<file path="config.mk">
export PLATFORM = sky130hd
export DESIGN_NAME = spicfg_top
export DESIGN_NICKNAME = d
export VERILOG_FILES = /design/src/include/spicfg_pkg.sv /design/src/rtl/spicfg_top.sv
export SDC_FILE = /design/constraint.sdc
export NUM_CORES = 1
export LEC_CHECK = 0
export ABC_AREA = 1
export BUFFER_PORTS_ARGS = -buffer_cell sky130_fd_sc_hd__buf_2
export CELL_PAD_IN_SITES_DETAIL_PLACEMENT = 0
export CELL_PAD_IN_SITES_GLOBAL_PLACEMENT = 1
export CORE_ASPECT_RATIO = 1.5
export CORE_UTILIZATION = 39
export CTS_BUF_LIST = sky130_fd_sc_hd__clkbuf_8 sky130_fd_sc_hd__clkbuf_16
export CTS_CLUSTER_SIZE = 12
export DETAILED_ROUTE_END_ITERATION = 6
export PLACE_DENSITY = 0.83
export SETUP_SLACK_MARGIN = 0.5
export SLEW_MARGIN = 20
export SYNTH_ARGS = -nofsm -noshare
export SYNTH_HDL_FRONTEND = slang
export SYNTH_SLANG_ARGS = --single-unit
</file>
<file path="constraint.sdc">
create_clock -name clk_i -period 5 [get_ports clk_i]
set_input_delay 0.5 -clock clk_i [delete_from_list [all_inputs] [get_ports clk_i]]
set_output_delay 0.5 -clock clk_i [all_outputs]
set_load 0.01 [all_outputs]
</file>
<file path="src/include/spicfg_pkg.sv">
// package: register map, field layout and types of the pin/baud block
package spicfg_pkg;

    // ************************************************************
    // register offsets (printed offsets are not all multiples of 4)
    // ************************************************************
    localparam logic [7:0] SPICFG_IDX_CTRL2  = 8'h01;
    localparam logic [7:0] SPICFG_IDX_DIVSEL = 8'h02;
    localparam logic [7:0] SPICFG_IDX_CTRL1  = 8'h00;
    localparam logic [7:0] SPICFG_IDX_STAT   = 8'h03;
    localparam logic [7:0] SPICFG_IDX_IRQST  = 8'h08;
    localparam logic [7:0] SPICFG_IDX_IRQMSK = 8'h09;
    localparam logic [9:0] SPICFG_ADDR_CTRL2  = {SPICFG_IDX_CTRL2, 2'b00};
    localparam logic [9:0] SPICFG_ADDR_DIVSEL = {SPICFG_IDX_DIVSEL, 2'b00};
    localparam logic [9:0] SPICFG_ADDR_CTRL1  = {SPICFG_IDX_CTRL1, 2'b00};
    localparam logic [9:0] SPICFG_ADDR_STAT   = {SPICFG_IDX_STAT, 2'b00};
    localparam logic [9:0] SPICFG_ADDR_IRQST  = {SPICFG_IDX_IRQST, 2'b00};
    localparam logic [9:0] SPICFG_ADDR_IRQMSK = {SPICFG_IDX_IRQMSK, 2'b00};

    // ************************************************************
    // field positions
    // ************************************************************
    localparam int SPICFG_FDE_BIT  = 4;
    localparam int SPICFG_BOE_BIT  = 3;
    localparam int SPICFG_HIW_BIT  = 1;
    localparam int SPICFG_SWS_BIT  = 0;
    localparam int SPICFG_MST_BIT  = 0;
    localparam int SPICFG_SOE_BIT  = 1;
    localparam int SPICFG_MFF_BIT  = 0;
    localparam logic [7:0] SPICFG_CTRL2_MASK  = 8'h1B;
    localparam logic [7:0] SPICFG_DIVSEL_MASK = 8'h77;
    localparam logic [7:0] SPICFG_CTRL1_MASK  = 8'h03;

    // ************************************************************
    // reset values
    // ************************************************************
    localparam logic [7:0] SPICFG_CTRL2_RST  = 8'h00;
    localparam logic [7:0] SPICFG_DIVSEL_RST = 8'h00;
    localparam logic [7:0] SPICFG_CTRL1_RST  = 8'h00;

    typedef struct packed {
        logic fault_detect_enable;
        logic bidir_output_enable;
        logic halt_in_wait;
        logic single_wire_select;
    } spicfg_ctrl2_s;

    typedef struct packed {
        logic [2:0] prescale_select;
        logic [2:0] rate_shift_select;
    } spicfg_divsel_s;

    // pin driver bundle (level and output enable) for one two-way pin
    typedef struct packed {
        logic out;
        logic oe;
    } spicfg_pin_s;

endpackage

</file>
<file path="src/rtl/spicfg_top.sv">
// pin configuration, mode-fault detect and serial clock divider with APB
//
// Behaviour
// - master without fault detect ignores select pin
// - slave always takes select pin as input
// - master: field change other than halt-in-wait aborts transfer, forces idle
// - master: output-enable change aborts only single-wire
// - output enable steers MOSI master, MISO slave
// - output enable 0 disables, 1 enables buffer
// - halt-in-wait stops serial clock during wait
// - single-wire select: 0 two pins, 1 one
// - normal mode: master out MOSI, slave out MISO
// - master single-wire: MISO unused, MOSI data
// - slave single-wire: MOSI unused, MISO data
// - divisor is (prescale+1) times 2^(shift+1)
// - serial clock is bus clock over divisor
// - registers always accessible, reserved writes ignored
// - master with detect: select output or fault input
// - select low as master with detect and select output off sets fault
//
// The APB interface to the registers was chosen for this implementation.
`timescale 1ns/1ps
module spicfg_top
    import spicfg_pkg::*;
(
    // clock and reset
    input  wire logic        clk_i,
    input  wire logic        rst_n_i,
    // apb slave
    input  wire logic        psel_i,
    input  wire logic        penable_i,
    input  wire logic        pwrite_i,
    input  wire logic [9:0]  paddr_i,
    input  wire logic [31:0] pwdata_i,
    input  wire logic [3:0]  pstrb_i,
    output logic      [31:0] prdata_o,
    output logic             pready_o,
    output logic             pslverr_o,
    // system
    input  wire logic        wait_mode_i,
    input  wire logic        xfer_active_i,
    output logic             force_idle_o,
    output logic             baud_tick_o,
    output logic             irq_o,
    // slave select pin
    input  wire logic        ss_pin_i,
    input  wire logic        ss_level_i,
    output logic             ss_o,
    output logic             ss_oe_o,
    output logic             ss_in_o,
    // data pins: core-side data and pin-side buffers
    input  wire logic        mosi_pin_i,
    input  wire logic        miso_pin_i,
    input  wire logic        tx_bit_i,
    output logic             rx_bit_o,
    output logic             mosi_o,
    output logic             mosi_oe_o,
    output logic             miso_o,
    output logic             miso_oe_o
);

    // ************************************************************
    // registers
    // ************************************************************
    spicfg_ctrl2_s  ctrl2_ff;
    spicfg_divsel_s divsel_ff;
    logic           master_select_ff;
    logic           select_output_enable_ff;
    logic           mode_fault_flag_ff;
    logic           irq_mask_ff;
    logic [7:0]     rdata_ff;
    logic           slverr_ff;
    logic           ready_ff;
    logic [2:0]     ss_sync_ff;
    logic           ss_filt_ff;
    logic [11:0]    div_cnt_ff;
    logic           tick_ff;
    logic           idle_ff;
    logic           rx_ff;
    logic [2:0]     mosi_sync_ff;
    logic [2:0]     miso_sync_ff;
    logic           tx_ff;
    logic           ss_drive_ff;

    logic           acc;
    logic           wr;
    logic           mapped;
    logic [7:0]     wbyte;
    spicfg_ctrl2_s  nxt_ctrl2;
    spicfg_divsel_s nxt_divsel;
    logic           nxt_master;
    logic           nxt_soe;
    logic           cfg_abort;
    logic           fault_in_use;
    logic           fault_event;
    logic [11:0]    divisor;
    logic [1:0]     rx_pair;

    // ************************************************************
    // apb decode
    // ************************************************************
    // one wait state: answer comes on the edge after the first access cycle
    assign acc    = psel_i && penable_i && !ready_ff;
    assign wr     = acc && pwrite_i && pstrb_i[0];
    assign wbyte  = pwdata_i[7:0];
    assign mapped = (paddr_i == SPICFG_ADDR_CTRL2)  ||
                    (paddr_i == SPICFG_ADDR_DIVSEL) ||
                    (paddr_i == SPICFG_ADDR_CTRL1)  ||
                    (paddr_i == SPICFG_ADDR_STAT)   ||
                    (paddr_i == SPICFG_ADDR_IRQST)  ||
                    (paddr_i == SPICFG_ADDR_IRQMSK);

    always_comb begin
        nxt_ctrl2  = ctrl2_ff;
        nxt_divsel = divsel_ff;
        nxt_master = master_select_ff;
        nxt_soe    = select_output_enable_ff;
        if (wr && paddr_i == SPICFG_ADDR_CTRL2) begin
            // reserved bit positions are simply not stored
            nxt_ctrl2.fault_detect_enable = wbyte[SPICFG_FDE_BIT];
            nxt_ctrl2.bidir_output_enable = wbyte[SPICFG_BOE_BIT];
            nxt_ctrl2.halt_in_wait        = wbyte[SPICFG_HIW_BIT];
            nxt_ctrl2.single_wire_select  = wbyte[SPICFG_SWS_BIT];
        end
        if (wr && paddr_i == SPICFG_ADDR_DIVSEL) begin
            nxt_divsel.prescale_select   = wbyte[6:4];
            nxt_divsel.rate_shift_select = wbyte[2:0];
        end
        if (wr && paddr_i == SPICFG_ADDR_CTRL1) begin
            nxt_master = wbyte[SPICFG_MST_BIT];
            nxt_soe    = wbyte[SPICFG_SOE_BIT];
        end
    end

    always_ff @(posedge clk_i) begin
        if (!rst_n_i) begin
            ctrl2_ff                <= spicfg_ctrl2_s'({
                SPICFG_CTRL2_RST[SPICFG_FDE_BIT],
                SPICFG_CTRL2_RST[SPICFG_BOE_BIT],
                SPICFG_CTRL2_RST[SPICFG_HIW_BIT],
                SPICFG_CTRL2_RST[SPICFG_SWS_BIT]});
            divsel_ff               <= spicfg_divsel_s'({
                SPICFG_DIVSEL_RST[6:4], SPICFG_DIVSEL_RST[2:0]});
            master_select_ff        <= SPICFG_CTRL1_RST[SPICFG_MST_BIT];
            select_output_enable_ff <= SPICFG_CTRL1_RST[SPICFG_SOE_BIT];
        end else begin
            ctrl2_ff                <= nxt_ctrl2;
            divsel_ff               <= nxt_divsel;
            master_select_ff        <= nxt_master;
            select_output_enable_ff <= nxt_soe;
        end
    end

    always_ff @(posedge clk_i) begin
        if (!rst_n_i) begin
            ready_ff  <= 1'b0;
            slverr_ff <= 1'b0;
            rdata_ff  <= 8'h00;
        end else begin
            ready_ff  <= acc;
            slverr_ff <= acc && !mapped;
            rdata_ff  <= 8'h00;
            if (acc && !pwrite_i) begin
                case (paddr_i)
                    SPICFG_ADDR_CTRL2:  rdata_ff <= {3'h0,
                        ctrl2_ff.fault_detect_enable,
                        ctrl2_ff.bidir_output_enable, 1'b0,
                        ctrl2_ff.halt_in_wait,
                        ctrl2_ff.single_wire_select};
                    SPICFG_ADDR_DIVSEL: rdata_ff <= {1'b0,
                        divsel_ff.prescale_select, 1'b0,
                        divsel_ff.rate_shift_select};
                    SPICFG_ADDR_CTRL1:  rdata_ff <= {6'h00,
                        select_output_enable_ff, master_select_ff};
                    SPICFG_ADDR_STAT:   rdata_ff <= {5'h00, idle_ff,
                        ss_filt_ff, mode_fault_flag_ff};
                    SPICFG_ADDR_IRQST:  rdata_ff <= {7'h00,
                        mode_fault_flag_ff};
                    SPICFG_ADDR_IRQMSK: rdata_ff <= {7'h00, irq_mask_ff};
                    default:            rdata_ff <= 8'h00;
                endcase
            end
        end
    end

    assign pready_o  = ready_ff;
    assign pslverr_o = slverr_ff;
    assign prdata_o  = {24'h000000, rdata_ff};

    // ************************************************************
    // forced idle on configuration change
    // ************************************************************
    always_comb begin
        cfg_abort = 1'b0;
        if (master_select_ff) begin
            if (nxt_ctrl2.fault_detect_enable != ctrl2_ff.fault_detect_enable
                || nxt_ctrl2.single_wire_select
                   != ctrl2_ff.single_wire_select
                || nxt_divsel != divsel_ff
                || nxt_soe != select_output_enable_ff) begin
                cfg_abort = 1'b1;
            end
            if (ctrl2_ff.single_wire_select &&
                nxt_ctrl2.bidir_output_enable
                != ctrl2_ff.bidir_output_enable) begin
                cfg_abort = 1'b1;
            end
        end
        if (nxt_master != master_select_ff) begin
            cfg_abort = 1'b1;
        end
    end

    always_ff @(posedge clk_i) begin
        if (!rst_n_i) begin
            idle_ff <= 1'b1;
        end else begin
            idle_ff <= cfg_abort || fault_event || !xfer_active_i;
        end
    end

    assign force_idle_o = idle_ff;

    // ************************************************************
    // slave select pin and mode fault
    // ************************************************************
    // three stages: a change counts once stages two and three agree
    always_ff @(posedge clk_i) begin
        if (!rst_n_i) begin
            ss_sync_ff <= 3'h7;
            ss_filt_ff <= 1'b1;
        end else begin
            ss_sync_ff <= {ss_sync_ff[1:0], ss_pin_i};
            if (ss_sync_ff[2] == ss_sync_ff[1]) begin
                ss_filt_ff <= ss_sync_ff[2];
            end
        end
    end

    // fault input only for master, detect on, select output off
    assign fault_in_use = master_select_ff && ctrl2_ff.fault_detect_enable
                          && !select_output_enable_ff;
    assign fault_event  = fault_in_use && !ss_filt_ff;

    always_comb begin
        ss_o    = 1'b1;
        ss_oe_o = 1'b0;
        ss_in_o = 1'b1;
        if (!master_select_ff) begin
            ss_in_o = ss_filt_ff;
        end else if (ctrl2_ff.fault_detect_enable) begin
            ss_oe_o = select_output_enable_ff;
            ss_o    = ss_drive_ff;
            if (!select_output_enable_ff) begin
                ss_in_o = ss_filt_ff;
            end
        end
        // master without detect leaves pin released and unread
    end

    // set wins over a write-one clear in the same cycle
    always_ff @(posedge clk_i) begin
        if (!rst_n_i) begin
            mode_fault_flag_ff <= 1'b0;
        end else if (fault_event) begin
            mode_fault_flag_ff <= 1'b1;
        end else if (wr && paddr_i == SPICFG_ADDR_IRQST
                     && wbyte[SPICFG_MFF_BIT]) begin
            mode_fault_flag_ff <= 1'b0;
        end
    end

    always_ff @(posedge clk_i) begin
        if (!rst_n_i) begin
            irq_mask_ff <= 1'b0;
        end else if (wr && paddr_i == SPICFG_ADDR_IRQMSK) begin
            irq_mask_ff <= wbyte[SPICFG_MFF_BIT];
        end
    end

    assign irq_o = mode_fault_flag_ff && irq_mask_ff;

    // ************************************************************
    // data pin steering
    // ************************************************************
    // pin levels leave through flip-flops: one cycle later than the
    // core's bit, but free of decode glitches on the pads
    always_ff @(posedge clk_i) begin
        if (!rst_n_i) begin
            tx_ff       <= 1'b0;
            ss_drive_ff <= 1'b1;
        end else begin
            tx_ff       <= tx_bit_i;
            ss_drive_ff <= ss_level_i;
        end
    end

    always_comb begin
        mosi_o    = 1'b0;
        mosi_oe_o = 1'b0;
        miso_o    = 1'b0;
        miso_oe_o = 1'b0;
        if (master_select_ff) begin
            mosi_o = tx_ff;
            if (ctrl2_ff.single_wire_select) begin
                mosi_oe_o = ctrl2_ff.bidir_output_enable;
            end else begin
                mosi_oe_o = 1'b1;
            end
        end else begin
            miso_o = tx_ff;
            if (ctrl2_ff.single_wire_select) begin
                miso_oe_o = ctrl2_ff.bidir_output_enable;
            end else begin
                miso_oe_o = 1'b1;
            end
        end
    end

    // ************************************************************
    // data pin receive
    // ************************************************************
    // both data pins pass three stages; the receive bit moves only
    // once the last two stages agree, so a short glitch never lands
    always_ff @(posedge clk_i) begin
        if (!rst_n_i) begin
            mosi_sync_ff <= 3'h0;
            miso_sync_ff <= 3'h0;
        end else begin
            mosi_sync_ff <= {mosi_sync_ff[1:0], mosi_pin_i};
            miso_sync_ff <= {miso_sync_ff[1:0], miso_pin_i};
        end
    end

    // master single-wire and slave normal mode listen on mosi
    always_comb begin
        rx_pair = mosi_sync_ff[2:1];
        if (master_select_ff != ctrl2_ff.single_wire_select) begin
            rx_pair = miso_sync_ff[2:1];
        end
    end

    always_ff @(posedge clk_i) begin
        if (!rst_n_i) begin
            rx_ff <= 1'b0;
        end else if (rx_pair[1] == rx_pair[0]) begin
            rx_ff <= rx_pair[1];
        end
    end

    assign rx_bit_o = rx_ff;

    // ************************************************************
    // baud divider
    // ************************************************************
    // tick marks each serial clock half period; divisor up to 2048
    assign divisor = 12'({9'h000, divsel_ff.prescale_select} + 12'h001)
                     << ({1'b0, divsel_ff.rate_shift_select} + 4'h1);

    always_ff @(posedge clk_i) begin
        if (!rst_n_i) begin
            div_cnt_ff <= 12'h000;
            tick_ff    <= 1'b0;
        end else if (idle_ff) begin
            div_cnt_ff <= 12'h000;
            tick_ff    <= 1'b0;
        end else if (wait_mode_i && ctrl2_ff.halt_in_wait) begin
            tick_ff    <= 1'b0;
        end else if (div_cnt_ff >= (divisor >> 1) - 12'h001) begin
            div_cnt_ff <= 12'h000;
            tick_ff    <= 1'b1;
        end else begin
            div_cnt_ff <= div_cnt_ff + 12'h001;
            tick_ff    <= 1'b0;
        end
    end

    assign baud_tick_o = tick_ff;

endmodule // spicfg_top
</file>
# [Word level (Yosys, flattened, before mapping)]
# Index checks and enable logic that the tools add are counted.
[word_totals] register_bits=51 latch_bits=0 mem_bits_rw=0 rom_bits=0 out_inout_bits=45 elab_cells=109 n_memories=0
[op_classes] add_sub_neg=4 multipliers=0 div=0 n_lt_le_gt_ge=1 n_eq_ne=14 shifts=1 n_mux=26 n_bitwise=1 n_reduce_logical=39
[ops] cell="7-bit one-hot mux with 6 select lines" count=1
[ops] cell="1-bit two-way mux" count=21
[ops] cell="10-bit by 4-bit equality test with 1-bit output (second input constant)" count=2
[ops] cell="10-bit by 6-bit equality test with 1-bit output (second input constant)" count=2
[ops] cell="1-bit logical AND" count=18
[ops] cell="12-bit by 1-bit adder with 12-bit output (second input constant)" count=1
[ops] cell="12-bit >= comparator" count=1
[ops] cell="12-bit two-way mux" count=1
[ops] cell="4-bit by 4-bit << shifter with 12-bit output" count=1
[ops] cell="11-bit by 1-bit subtractor with 12-bit output (second input constant)" count=1
[ops] cell="10-bit by 3-bit equality test with 1-bit output (second input constant)" count=1
[ops] cell="10-bit logical NOT" count=1
[ops] cell="1-bit logical OR" count=10
[ops] cell="3-bit by 1-bit adder with 4-bit output (second input constant)" count=2
[ops] cell="1-bit logical NOT" count=6
[ops] cell="6-bit two-way mux" count=1
[ops] cell="1-bit inequality test" count=6
[ops] cell="6-bit inequality test" count=1
[ops] cell="4-bit two-way mux" count=1
[ops] cell="3-bit OR reduction" count=1
[ops] cell="1-bit equality test" count=2
[ops] cell="2-bit two-way mux" count=1
[ops] cell="2-bit AND reduction" count=1
[ops] cell="2-bit nonzero test" count=1
[ops] cell="other kinds (2)" count=2

# [Depth between registers and ports, before layout]
# Gate-level depths: netlist of run 1.
[depth] depth_word=16 depth_mapped=23 mapped_depth_nobuf=22

# [Least setup slack after synthesis of run 1]
# No wires, ideal clock.
[synth_timing] kind="register to register" from="register divsel_ff[0] (netlist name)" to="register div_cnt_ff[10]" setup_ps=128 t_arrival_ps=2849 t_required_ps=4872 setup_slack_ps=2023 stages_incl_launch_ff=22 path_buffers=2 synth_period_minus_slack_ps=2977 path_cell_list="dfxtp_1 > ha_1 > clkbuf_2 > inv_1 > nand3_1 > nand2_1 > nand2_1 > ha_1 > nand3_2 > nor2_1 > xor2_1 > ha_1 > nand2_1 > inv_1 > nand3_1 > nor3_1 > nand2_1 > nand4_1 > nand2_1 > nand2_1 > clkbuf_1 > nor2_1"
[synth_between] elab_chain_cells=5
[synth_rtl] element="from (decl)" line_no="spicfg_top.sv:66" rtl="spicfg_divsel_s divsel_ff;"
[synth_rtl] element="from (signal assigned)" line_no="spicfg_top.sv:142" rtl="divsel_ff <= spicfg_divsel_s'({"
[synth_rtl] element="from (signal assigned)" line_no="spicfg_top.sv:148" rtl="divsel_ff <= nxt_divsel;"
[synth_rtl] element="3-bit by 1-bit adder with 4-bit output" line_no="spicfg_top.sv:358" rtl="<< ({1'b0, divsel_ff.rate_shift_select} + 4'h1);"
[synth_rtl] element="4-bit by 4-bit << shifter with 12-bit output" line_no="spicfg_top.sv:357" rtl="assign divisor = 12'({9'h000, divsel_ff.prescale_select} + 12'h001)"
[synth_rtl] element="11-bit by 1-bit subtractor with 12-bit output" line_no="spicfg_top.sv:369" rtl="end else if (div_cnt_ff >= (divisor >> 1) - 12'h001) begin"
[synth_rtl] element="12-bit >= comparator" line_no="spicfg_top.sv:369"
[synth_rtl] element="12-bit two-way mux" line_no="spicfg_top.sv:369"
[synth_rtl] element="to (signal assigned)" line_no="spicfg_top.sv:373" rtl="div_cnt_ff <= div_cnt_ff + 12'h001;"
[synth_rtl] element="to (decl)" line_no="spicfg_top.sv:76" rtl="logic [11:0] div_cnt_ff;"
# Every way passes these cells.
# A chain may end at the register's enable or synchronous reset.

# [Worst setup path in the final report of run 1]
[layout_timing] from="register divsel_ff[0] (netlist name)" to="register div_cnt_ff[11]"
# Same word-level chain as after synthesis.

==> results of run 1 <==
[state kept, by name, indices dropped and copies added, names as in the netlist]
| register | flops |
|---|---|
| master_select_ff | 1 |
| pslverr_o | 1 |
| select_output_enable_ff | 1 |
| baud_tick_o | 1 |
| miso_sync_ff | 3 |
| ss_sync_ff | 3 |
| rx_bit_o | 1 |
| pready_o | 1 |
| divsel_ff | 6 |
| mode_fault_flag_ff | 1 |
| ss_filt_ff | 1 |
| rdata_ff | 7 |
| div_cnt_ff | 12 |
| tx_ff | 1 |
| mosi_sync_ff | 3 |
| ss_drive_ff | 1 |
| irq_mask_ff | 1 |
| ctrl2_ff | 4 |
| force_idle_o | 1 |
[area by class of cell]
class	count	area share, %
Clock buffer	6	3.730
Clock inverter	2	1.042
Inverter	64	6.452
Multi-Input combinational cell	359	51.38
Sequential cell	50	26.88
Tap cell	105	3.528
Timing Repair Buffer	51	6.989
[power groups by stage]
| stage | registers, mW | logic, mW | clock network (mW) |
|---|---|---|---|
| after floorplan | 0.415 | 0.0409 | 0 |
| after global placement | 0.414 | 0.0477 | 0 |
| after detailed placement | 0.414 | 0.0482 | 0 |
| after CTS | 0.405 | 0.0483 | 0.421 |
| after global routing | 0.406 | 0.0543 | 0.440 |
| final | 0.405 | 0.0482 | 0.412 |
[placed cells by master, fill, tap and decap left out, types with 5 or more instances in the layout]
| cell type | instances |
|---|---|
| clkbuf_16 | 5 |
| xor2_1 | 8 |
| o21ai_0 | 10 |
| ha_1 | 16 |
| nor2_1 | 56 |
| nand2_1 | 96 |
| buf_2 | 49 |
| nor3_1 | 9 |
| dfxtp_1 | 50 |
| nand3_1 | 37 |
| xnor2_1 | 5 |
| nand4_1 | 27 |
| conb_1 | 25 |
| inv_1 | 60 |
| a21oi_1 | 26 |
[worst max path at each step]
stage	startpoint	to	slack [ns]	cells past startpoint
finish	divsel_ff[0]	div_cnt_ff[11]	1.33	19
global route	divsel_ff[0]	div_cnt_ff[3]	0.92	19
CTS	divsel_ff[0]	div_cnt_ff[11]	1.31	19
detailed placement	divsel_ff[0]	div_cnt_ff[2]	1.33	19
global placement	divsel_ff[0]	div_cnt_ff[2]	1.40	19
floorplan	divsel_ff[0]	div_cnt_ff[10]	2.02	21
[cells in the mapped netlist (all sizes together)]
library cell    n  area [sq um]
ha             16         200.2
a31oi           3         18.77
xor2            8         70.07
a211oi          3         22.52
o22ai           3         18.77
mux2            2         22.52
clkinv          1         3.750
nand3          40         215.2
or2             7         43.79
a21oi          26         130.1
nor3b           1         7.510
o21ai          11         55.05
nor3           10         55.05
buf            34         241.5
conb            1         3.750
nor2           62         267.8
a31o            1         8.760
o31ai           1         7.510
clkbuf          4         16.26
and3            1         6.260
o21a            2         15.01
nand2         101         396.6
dfxtp          50          1001
inv            63         236.5
nor4            2         18.77
nand4          27         168.9
o311a           1         10.01
xnor2           6         60.06
[logic make-up after synthesis]
group	count (synthesis)
AO/OA/AOI/OAI	51
XOR/XNOR	14
adder cells (fa/ha/maj)	16
buffers and inverters	102
flip-flops	50
multiplexers	2
other	1
AND/OR/NAND/NOR	251
[per-stage QoR]
step                hold slack (ns)  instances  setup slack [ns]  power, mW
floorplan                    0.3905        511             2.023     0.4556
global placement             0.3942        629             1.400     0.4619
detailed placement           0.4046        629             1.332     0.4626
CTS                          0.3819        637             1.307     0.8748
global route                 0.3754        637            0.9156     0.8998
finish                       0.3830        637             1.331     0.8654
[metal layers]
metal	vias up	wire length (microns)	GRT usage (%)
li1	1630	-	-
met2	72	4214	36.40
met3	19	286	3.413
met4	0	310	11.07
met5	-	0	0
met1	1371	2981	17.98
==> results by group, run 1 <==
CTS
  – Root buf cell: clkbuf_16
  – Clk pin slew, worst setup/hold paths: 0.07 ns
  – H-tree depth: 2
  – CTS tree: done
  – Total clock sinks: 50
  – Setup Fix Bufs, Post-CTS: 0
  – Clock Path Buffers: 2
  – Post-cts sizing count: 0
  – Latest clock arrival within the worst-skew pair: 0.30 ns
  – Number of hold buffers added after cts: 0
  – Inserted Clock Buffers: 5

Hold path
  – Hold EP: ss_sync_ff[0]
  – Worst hold path startpoint: ss_pin_i
  – Hold WC Path Type: in -> reg
  – WHS Path Cells: 2

Placed design
  – Final GP Congestion: 0.8846
  – Detail Placement HPWL: 6.290 mm
  – Port Buf Inserts: 49
  – Area post-placement: 0.003546 sq mm

Synthesis
  – Seq/Total Area, Yosys: 30.13%
  – Syn avg cell area: 6.821 sq um
  – Xor/xnor share of the synthesized area: 3.917%
  – Number of synthesized register bits: 50
  – Mux contribution to synthesized area: 0.6780%
  – Largest family of logic cells by synthesized area: simple AND/OR/NAND/NOR gates
  – Synth Area in Simple Gates: 35.52%
  – Adder-Cell Fraction of Synth Area: 6.026%
  – Yosys warning count: 0
  – Unique masters post-synth: 42
  – Compound-Gate Fraction of Synth Area: 8.625%
  – Cells after Synth: 487
  – Mapped Area: 0.003322 sq mm

Layout
  – Fillers: 881
  – Layout cells sized above 1: 16.17%
  – Nets: 605
  – Multi-input logic area: 0.001913 sq mm
  – Area grow syn2layout: 12.09%
  – Core Util, Final: 45.93%
  – Register area: 0.001001 sq mm
  – Design area: 0.003724 sq mm
  – Ant. Diodes: 0

Timing
  – Final Cycle Share: 73.39%
  – Clock period minus worst slack: 3.669 ns
  – Unrepaired setup endpoints after global routing: no
  – Final Max Tran Viols: 0
  – Clk_skew: 0.004492 ns
  – Fmax achieved: 0.2725 GHz
  – Final Hold Fails: 0
  – Final setup violation count: 0
  – Setup TNS: 0 ns

Global routing
  – First-pass GRT wire length: 13.05 mm
  – Total congestion overflow: 0
  – Vias in the first global route: 2910
  – Gr usage total: 18.67%
  – Largest net degree at the start of global routing: 21
  – Antenna violations before repair: 0

Setup path
  – Crit path max fanout: 13
  – CP max stage delay: 0.62 ns
  – Crit path top cell by count: nand2_1
  – RR Startpoint: divsel_ff[0]
  – Worst setup path class: reg -> reg
  – CP Capture Type: flip-flop
  – Slowest CP cell: dfxtp_1
  – Crit path required time: 5.17 ns
  – Arrival time worst endpoint: 3.84 ns
  – Worst Reg2Reg Path Length in Cells: 19
  – Worst R2R End: div_cnt_ff[11]
  – Buffers and inverters on the worst path: 2
  – R2R setup slack: 1.33 ns
  – Startpoint types: flip-flop
  – Family with the most delay on the worst path: simple AND/OR/NAND/NOR gates
  – Worst-path cell chain: ha_1 > inv_1 > nand3_1 > nand2_1 > nand2_1 > ha_1 > nand3_2 > nor2_1 > xor2_1 > ha_1 > nand2_1 > inv_1 > nand3_1 > nor3_1 > nand2_1 > nand4_1 > nand2_1 > nand2_1 > nor2_1

Power
  – Power per Cell Area: 232.4 mW/mm^2
  – Gate power share: 5.6%
  – Clock Power Share: 47.6%
  – P_int: 0.6709 mW
  – Max VDD drop: 222.0 uV
  – Sw Ratio: 22.48%
  – P_sw: 0.1945 mW
  – Flop pwr share: 46.8%
  – Lkg Pwr: 1.773 nW

Run status
  – Status: finished clean

Drt
  – Routed len/inst: 12.23 microns
  – Post-route ant nets: 0
  – TritonRoute pass-1 iters: 4
  – Vias per cell: 4.854
  – Routed WL: 7.792 mm
  – Post-route DRC: 0
  – Via count: 3092
  – Drt initial violations: 110

Floorplanning
  – Rows: 40
  – Die H: 115.0 microns
  – Die extent in x: 77.36 microns
  – Initial Util: 40.97%
  – Ports: 103
  – Die area: 0.008899 sq mm
  – CORE AREA: 0.008108 sq mm

Flow run
  – Maxcap violations: 0
Power figures use the tool's default switching activity.
==> run 2: changes to the inputs <==
--- a/config.mk
+++ b/config.mk
@@ -5,16 +5,16 @@
 export SDC_FILE = /design/constraint.sdc
 export NUM_CORES = 1
 export LEC_CHECK = 0
-export ABC_AREA = 1
+export ABC_AREA = 0
 export BUFFER_PORTS_ARGS = -buffer_cell sky130_fd_sc_hd__buf_2
 export CELL_PAD_IN_SITES_DETAIL_PLACEMENT = 0
 export CELL_PAD_IN_SITES_GLOBAL_PLACEMENT = 1
 export CORE_ASPECT_RATIO = 1.5
-export CORE_UTILIZATION = 39
+export CORE_UTILIZATION = 37
 export CTS_BUF_LIST = sky130_fd_sc_hd__clkbuf_8 sky130_fd_sc_hd__clkbuf_16
 export CTS_CLUSTER_SIZE = 12
 export DETAILED_ROUTE_END_ITERATION = 6
-export PLACE_DENSITY = 0.83
+export PLACE_DENSITY = 0.76
 export SETUP_SLACK_MARGIN = 0.5
 export SLEW_MARGIN = 20
 export SYNTH_ARGS = -nofsm -noshare
==> constraint.sdc (replaced) <==
create_clock -name clk_i -period 3.75 [get_ports clk_i]
set_input_delay 0.375 -clock clk_i [delete_from_list [all_inputs] [get_ports clk_i]]
set_output_delay 0.375 -clock clk_i [all_outputs]
set_load 0.01 [all_outputs]
==> run 2 against run 1 <==
Net effect: utilization up 3.3 points; via count fell by 9.8%; synthesized cell count shrank 24%; largest power group unchanged; power is 38% higher; clock power is 45% higher; highest routed layer unchanged; sequential power grew 33%; die area up 1.9%; wire length decreased by 1.3%; maximum frequency up 7.2%; non-clock buffer count up 32; worst setup slack lost 1.0 ns.
==> results by group, run 2 <==
Run status
  – Status: finished clean

Floorplanning
  – Die extent in x: 78.10 microns (+0.96%)
  – Die area: 0.009072 sq mm (+1.9%)
  – Ports: 103 (unchanged)
  – Rows: 41 (+2.5%)
  – CORE AREA: 0.008413 sq mm (+3.8%)
  – Initial Util: 38.21% (-2.8 points)
  – Die H: 116.2 microns (+0.97%)

Setup path
  – Worst Reg2Reg Path Length in Cells: 15 (-4)
  – CP Capture Type: flip-flop
  – Startpoint types: flip-flop
  – Setup crit start: divsel_ff[4]
  – Crit path max fanout: 6 (-7)
  – Worst Setup EP: div_cnt_ff[9]
  – RR Startpoint: divsel_ff[4]
  – R2R setup slack: 0.33 ns (-1.00 ns)
  – Crit path required time: 3.93 ns (-1.24 ns)
  – Worst R2R End: div_cnt_ff[9]
  – Arrival time worst endpoint: 3.60 ns (-0.24 ns)
  – Worst setup path class: reg -> reg

Synthesis
  – Post-synth top cells: 50 x dfxtp_1, 30 x nor2_1, 26 x buf_4, 23 x nand2_1, 18 x nor2b_1
  – Number of synthesized register bits: 50 (unchanged)
  – Yosys warning count: 0 (unchanged)
  – Post-synth top area cell: dfxtp_1
  – Top-count cell post-synth: dfxtp_1
  – Top cells by area, synth: dfxtp_1 31%, ha_1 6.2%, buf_4 6.1%, xnor2_1 4.1%, xor2_1 3.8%
  – Post-synth top area share: 31.14% (+1.0 points)
  – Cells after Synth: 370 (-24%)
  – EDFF count, synth: 0 (unchanged)
  – Post-synthesis async set-or-reset flop share: 0% (unchanged)
  – Seq/Total Area, Yosys: 31.14% (+1.0 points)
  – Syn avg cell area: 8.687 sq um (+27%)
  – Unique masters post-synth: 69 (+64%)
  – Mapped Area: 0.003214 sq mm (-3.2%)
  – Ys flop type: dfxtp_1

Placed design
  – Dpl ws: 0.2211 ns (-1.111 ns)
  – Area post-placement: 0.003491 sq mm (-1.6%)
  – Port Buf Inserts: 49 (unchanged)
  – Detail Placement HPWL: 5.440 mm (-14%)
  – Placed Cells: 516 (-18%)
  – Final GP Congestion: 0.8270 (-6.5%)

Layout
  – Largest regs: div_cnt_ff (12), rdata_ff (7), divsel_ff (6)
  – Fillers: 838 (-4.9%)
  – Multi-input logic area: 0.002220 sq mm (+16%)
  – Nets: 519 (-14%)
  – Most common cell after layout, fill and taps aside: buf_2
  – Ant. Diodes: 0 (unchanged)
  – Area grow syn2layout: 28.96%
  – Most frequent cells in the layout: 49 x buf_2, 45 x dfxtp_1, 31 x buf_4
  – Biggest register: div_cnt_ff
  – Design area: 0.004145 sq mm (+11%)
  – Layout cells sized above 1: 31.84% (+16 points)
  – Final non-filler cell total: 553 (-13%)
  – Register area: 0.001015 sq mm (+1.4%)
  – Max FFs per register: 12 (unchanged)

Global routing
  – Gr usage total: 16.86% (-1.8 points)
  – Total congestion overflow: 0 (unchanged)
  – Vias in the first global route: 2581 (-11%)
  – Antenna violations before repair: 0 (unchanged)
  – First-pass GRT wire length: 12.05 mm (-7.7%)
  – Largest net degree at the start of global routing: 32 (+52%)

CTS
  – H-tree depth: 2 (unchanged)
  – Latest clock arrival within the worst-skew pair: 0.28 ns (-0.02 ns)
  – CTS tree: done
  – Total clock sinks: 50 (unchanged)
  – Clk pin slew, worst setup/hold paths: 0.07 ns (about the same)
  – Number of hold buffers added after cts: 0 (unchanged)
  – Root buf cell: clkbuf_16
  – Inserted Clock Buffers: 5 (unchanged)
  – Clock Path Buffers: 2 (unchanged)

Timing
  – Worst-margin pin slew: 0.8138 ns
  – Final setup violation count: 0 (unchanged)
  – Setup TNS: 0 ns (unchanged)
  – Fin worst setup slack: 0.3258 ns (-1.005 ns)
  – Unrepaired setup endpoints after global routing: yes
  – Fin Hold WS: 0.2699 ns (-0.1131 ns)
  – Clock period minus worst slack: 3.424 ns (-0.2451 ns)
  – Final Max Tran Viols: 0 (unchanged)
  – Final Hold Fails: 0 (unchanged)
  – Fmax achieved: 0.2920 GHz (+7.2%)
  – Clk_skew: 0.006010 ns (+0.001518 ns)
  – Relative slew slack: 45.25%
  – Final Cycle Share: 91.31% (+18 points)

Drt
  – Post-route ant nets: 0 (unchanged)
  – Via count: 2789 (-9.8%)
  – Routed WL: 7.694 mm (-1.3%)
  – Drt initial violations: 63 (-43%)
  – Post-route DRC: 0 (unchanged)
  – Vias per cell: 5.043 (+3.9%)
  – TritonRoute pass-1 iters: 4 (unchanged)
  – Routed len/inst: 13.91 microns (+14%)

Power
  – Power per Cell Area: 288.8 mW/mm^2 (+24%)
  – Sw Ratio: 19.66% (-2.8 points)
  – P_sw: 0.2354 mW (+21%)
  – Clock Power Share: 49.7% (+2.1 points)
  – Max VDD drop: 174.6 uV (-21%)
  – Gate power share: 5.3% (-0.3 points)
  – P_int: 0.9618 mW (+43%)
  – Lkg Pwr: 1.766 nW (-0.40%)
  – Flop pwr share: 45.0% (-1.8 points)

Flow run
  – Maxcap violations: 0 (unchanged)

Hold path
  – Hold WC Path Type: in -> reg
-- run 2: layer usage --
layer / routed length, microns / global-route usage, %
met5: 0 / 0
met4: 99 / 4.691
met3: 223 / 2.969
met2: 4239 / 32.34
met1: 3131 / 18.89
-- run 2: kinds of logic after synthesis --
group / synth area share [%]
compound gates: 14.87
xor+xnor: 8.408
fa+ha+maj: 6.539
buf+inv: 9.732
flops: 31.14
mux: 5.294
other cells: 0.1167
simple gates: 23.90
-- run 2: worst min-delay path by stage --
| stage | endpoint | slack (ns) | depth (start not counted) | start |
|---|---|---|---|---|
| after detailed placement | ss_sync_ff[1] | 0.40 | 1 | ss_sync_ff[0] |
| after CTS | ss_sync_ff[0] | 0.27 | 2 | ss_pin_i |
| after global placement | ss_sync_ff[1] | 0.40 | 1 | ss_sync_ff[0] |
| after global routing | ss_sync_ff[0] | 0.26 | 2 | ss_pin_i |
| final | ss_sync_ff[0] | 0.27 | 2 | ss_pin_i |
| after floorplan | ss_sync_ff[1] | 0.39 | 1 | ss_sync_ff[0] |
-- run 2: layout make-up --
cell class	count	area share, %
inverter	10	0.9961
tap	107	3.230
sequential	50	24.48
clock inverter	2	1.449
multi-input combinational	295	53.55
clock buffer	6	3.350
timing repair buffer	83	12.95
-- run 2: critical path, stage by stage (launching register included) --
cell and delay [ns]:
dfxtp_4 0.38, ha_4 0.18, xnor2_4 0.15, buf_4 0.16, o21ai_2 0.12, o21a_2 0.28
a21bo_4 0.23, nor4_4 0.27, mux2_4 0.34, ha_4 0.26, o21a_1 0.11, o21ai_2 0.07
a211o_1 0.27, o211ai_1 0.24, buf_4 0.21, nor2_1 0.05
-- run 2: power groups by stage --
stage               Clock, mW  Combinational (mW)  Sequential [mW]
floorplan                   0              0.0567            0.551
global placement            0              0.0630            0.551
detailed placement          0              0.0635            0.551
CTS                     0.606              0.0636            0.538
global route            0.636              0.0714            0.538
finish                  0.596              0.0635            0.538
-- run 2: timing repair --
item / 4_1_cts / 5_1_grt
gates cloned: 2 / 0
gates resized for setup: 23 / 22
setup endpoints to repair: 13 / 13
setup buffers: 20 / 7
pin swaps: 9 / 9
-- run 2: metrics by stage --
step	util (%)	power, mW
floorplan	-	0.6081
global placement	41.49	0.6140
detailed placement	41.49	0.6146
CTS	47.25	1.208
global route	49.27	1.246
finish	49.27	1.197
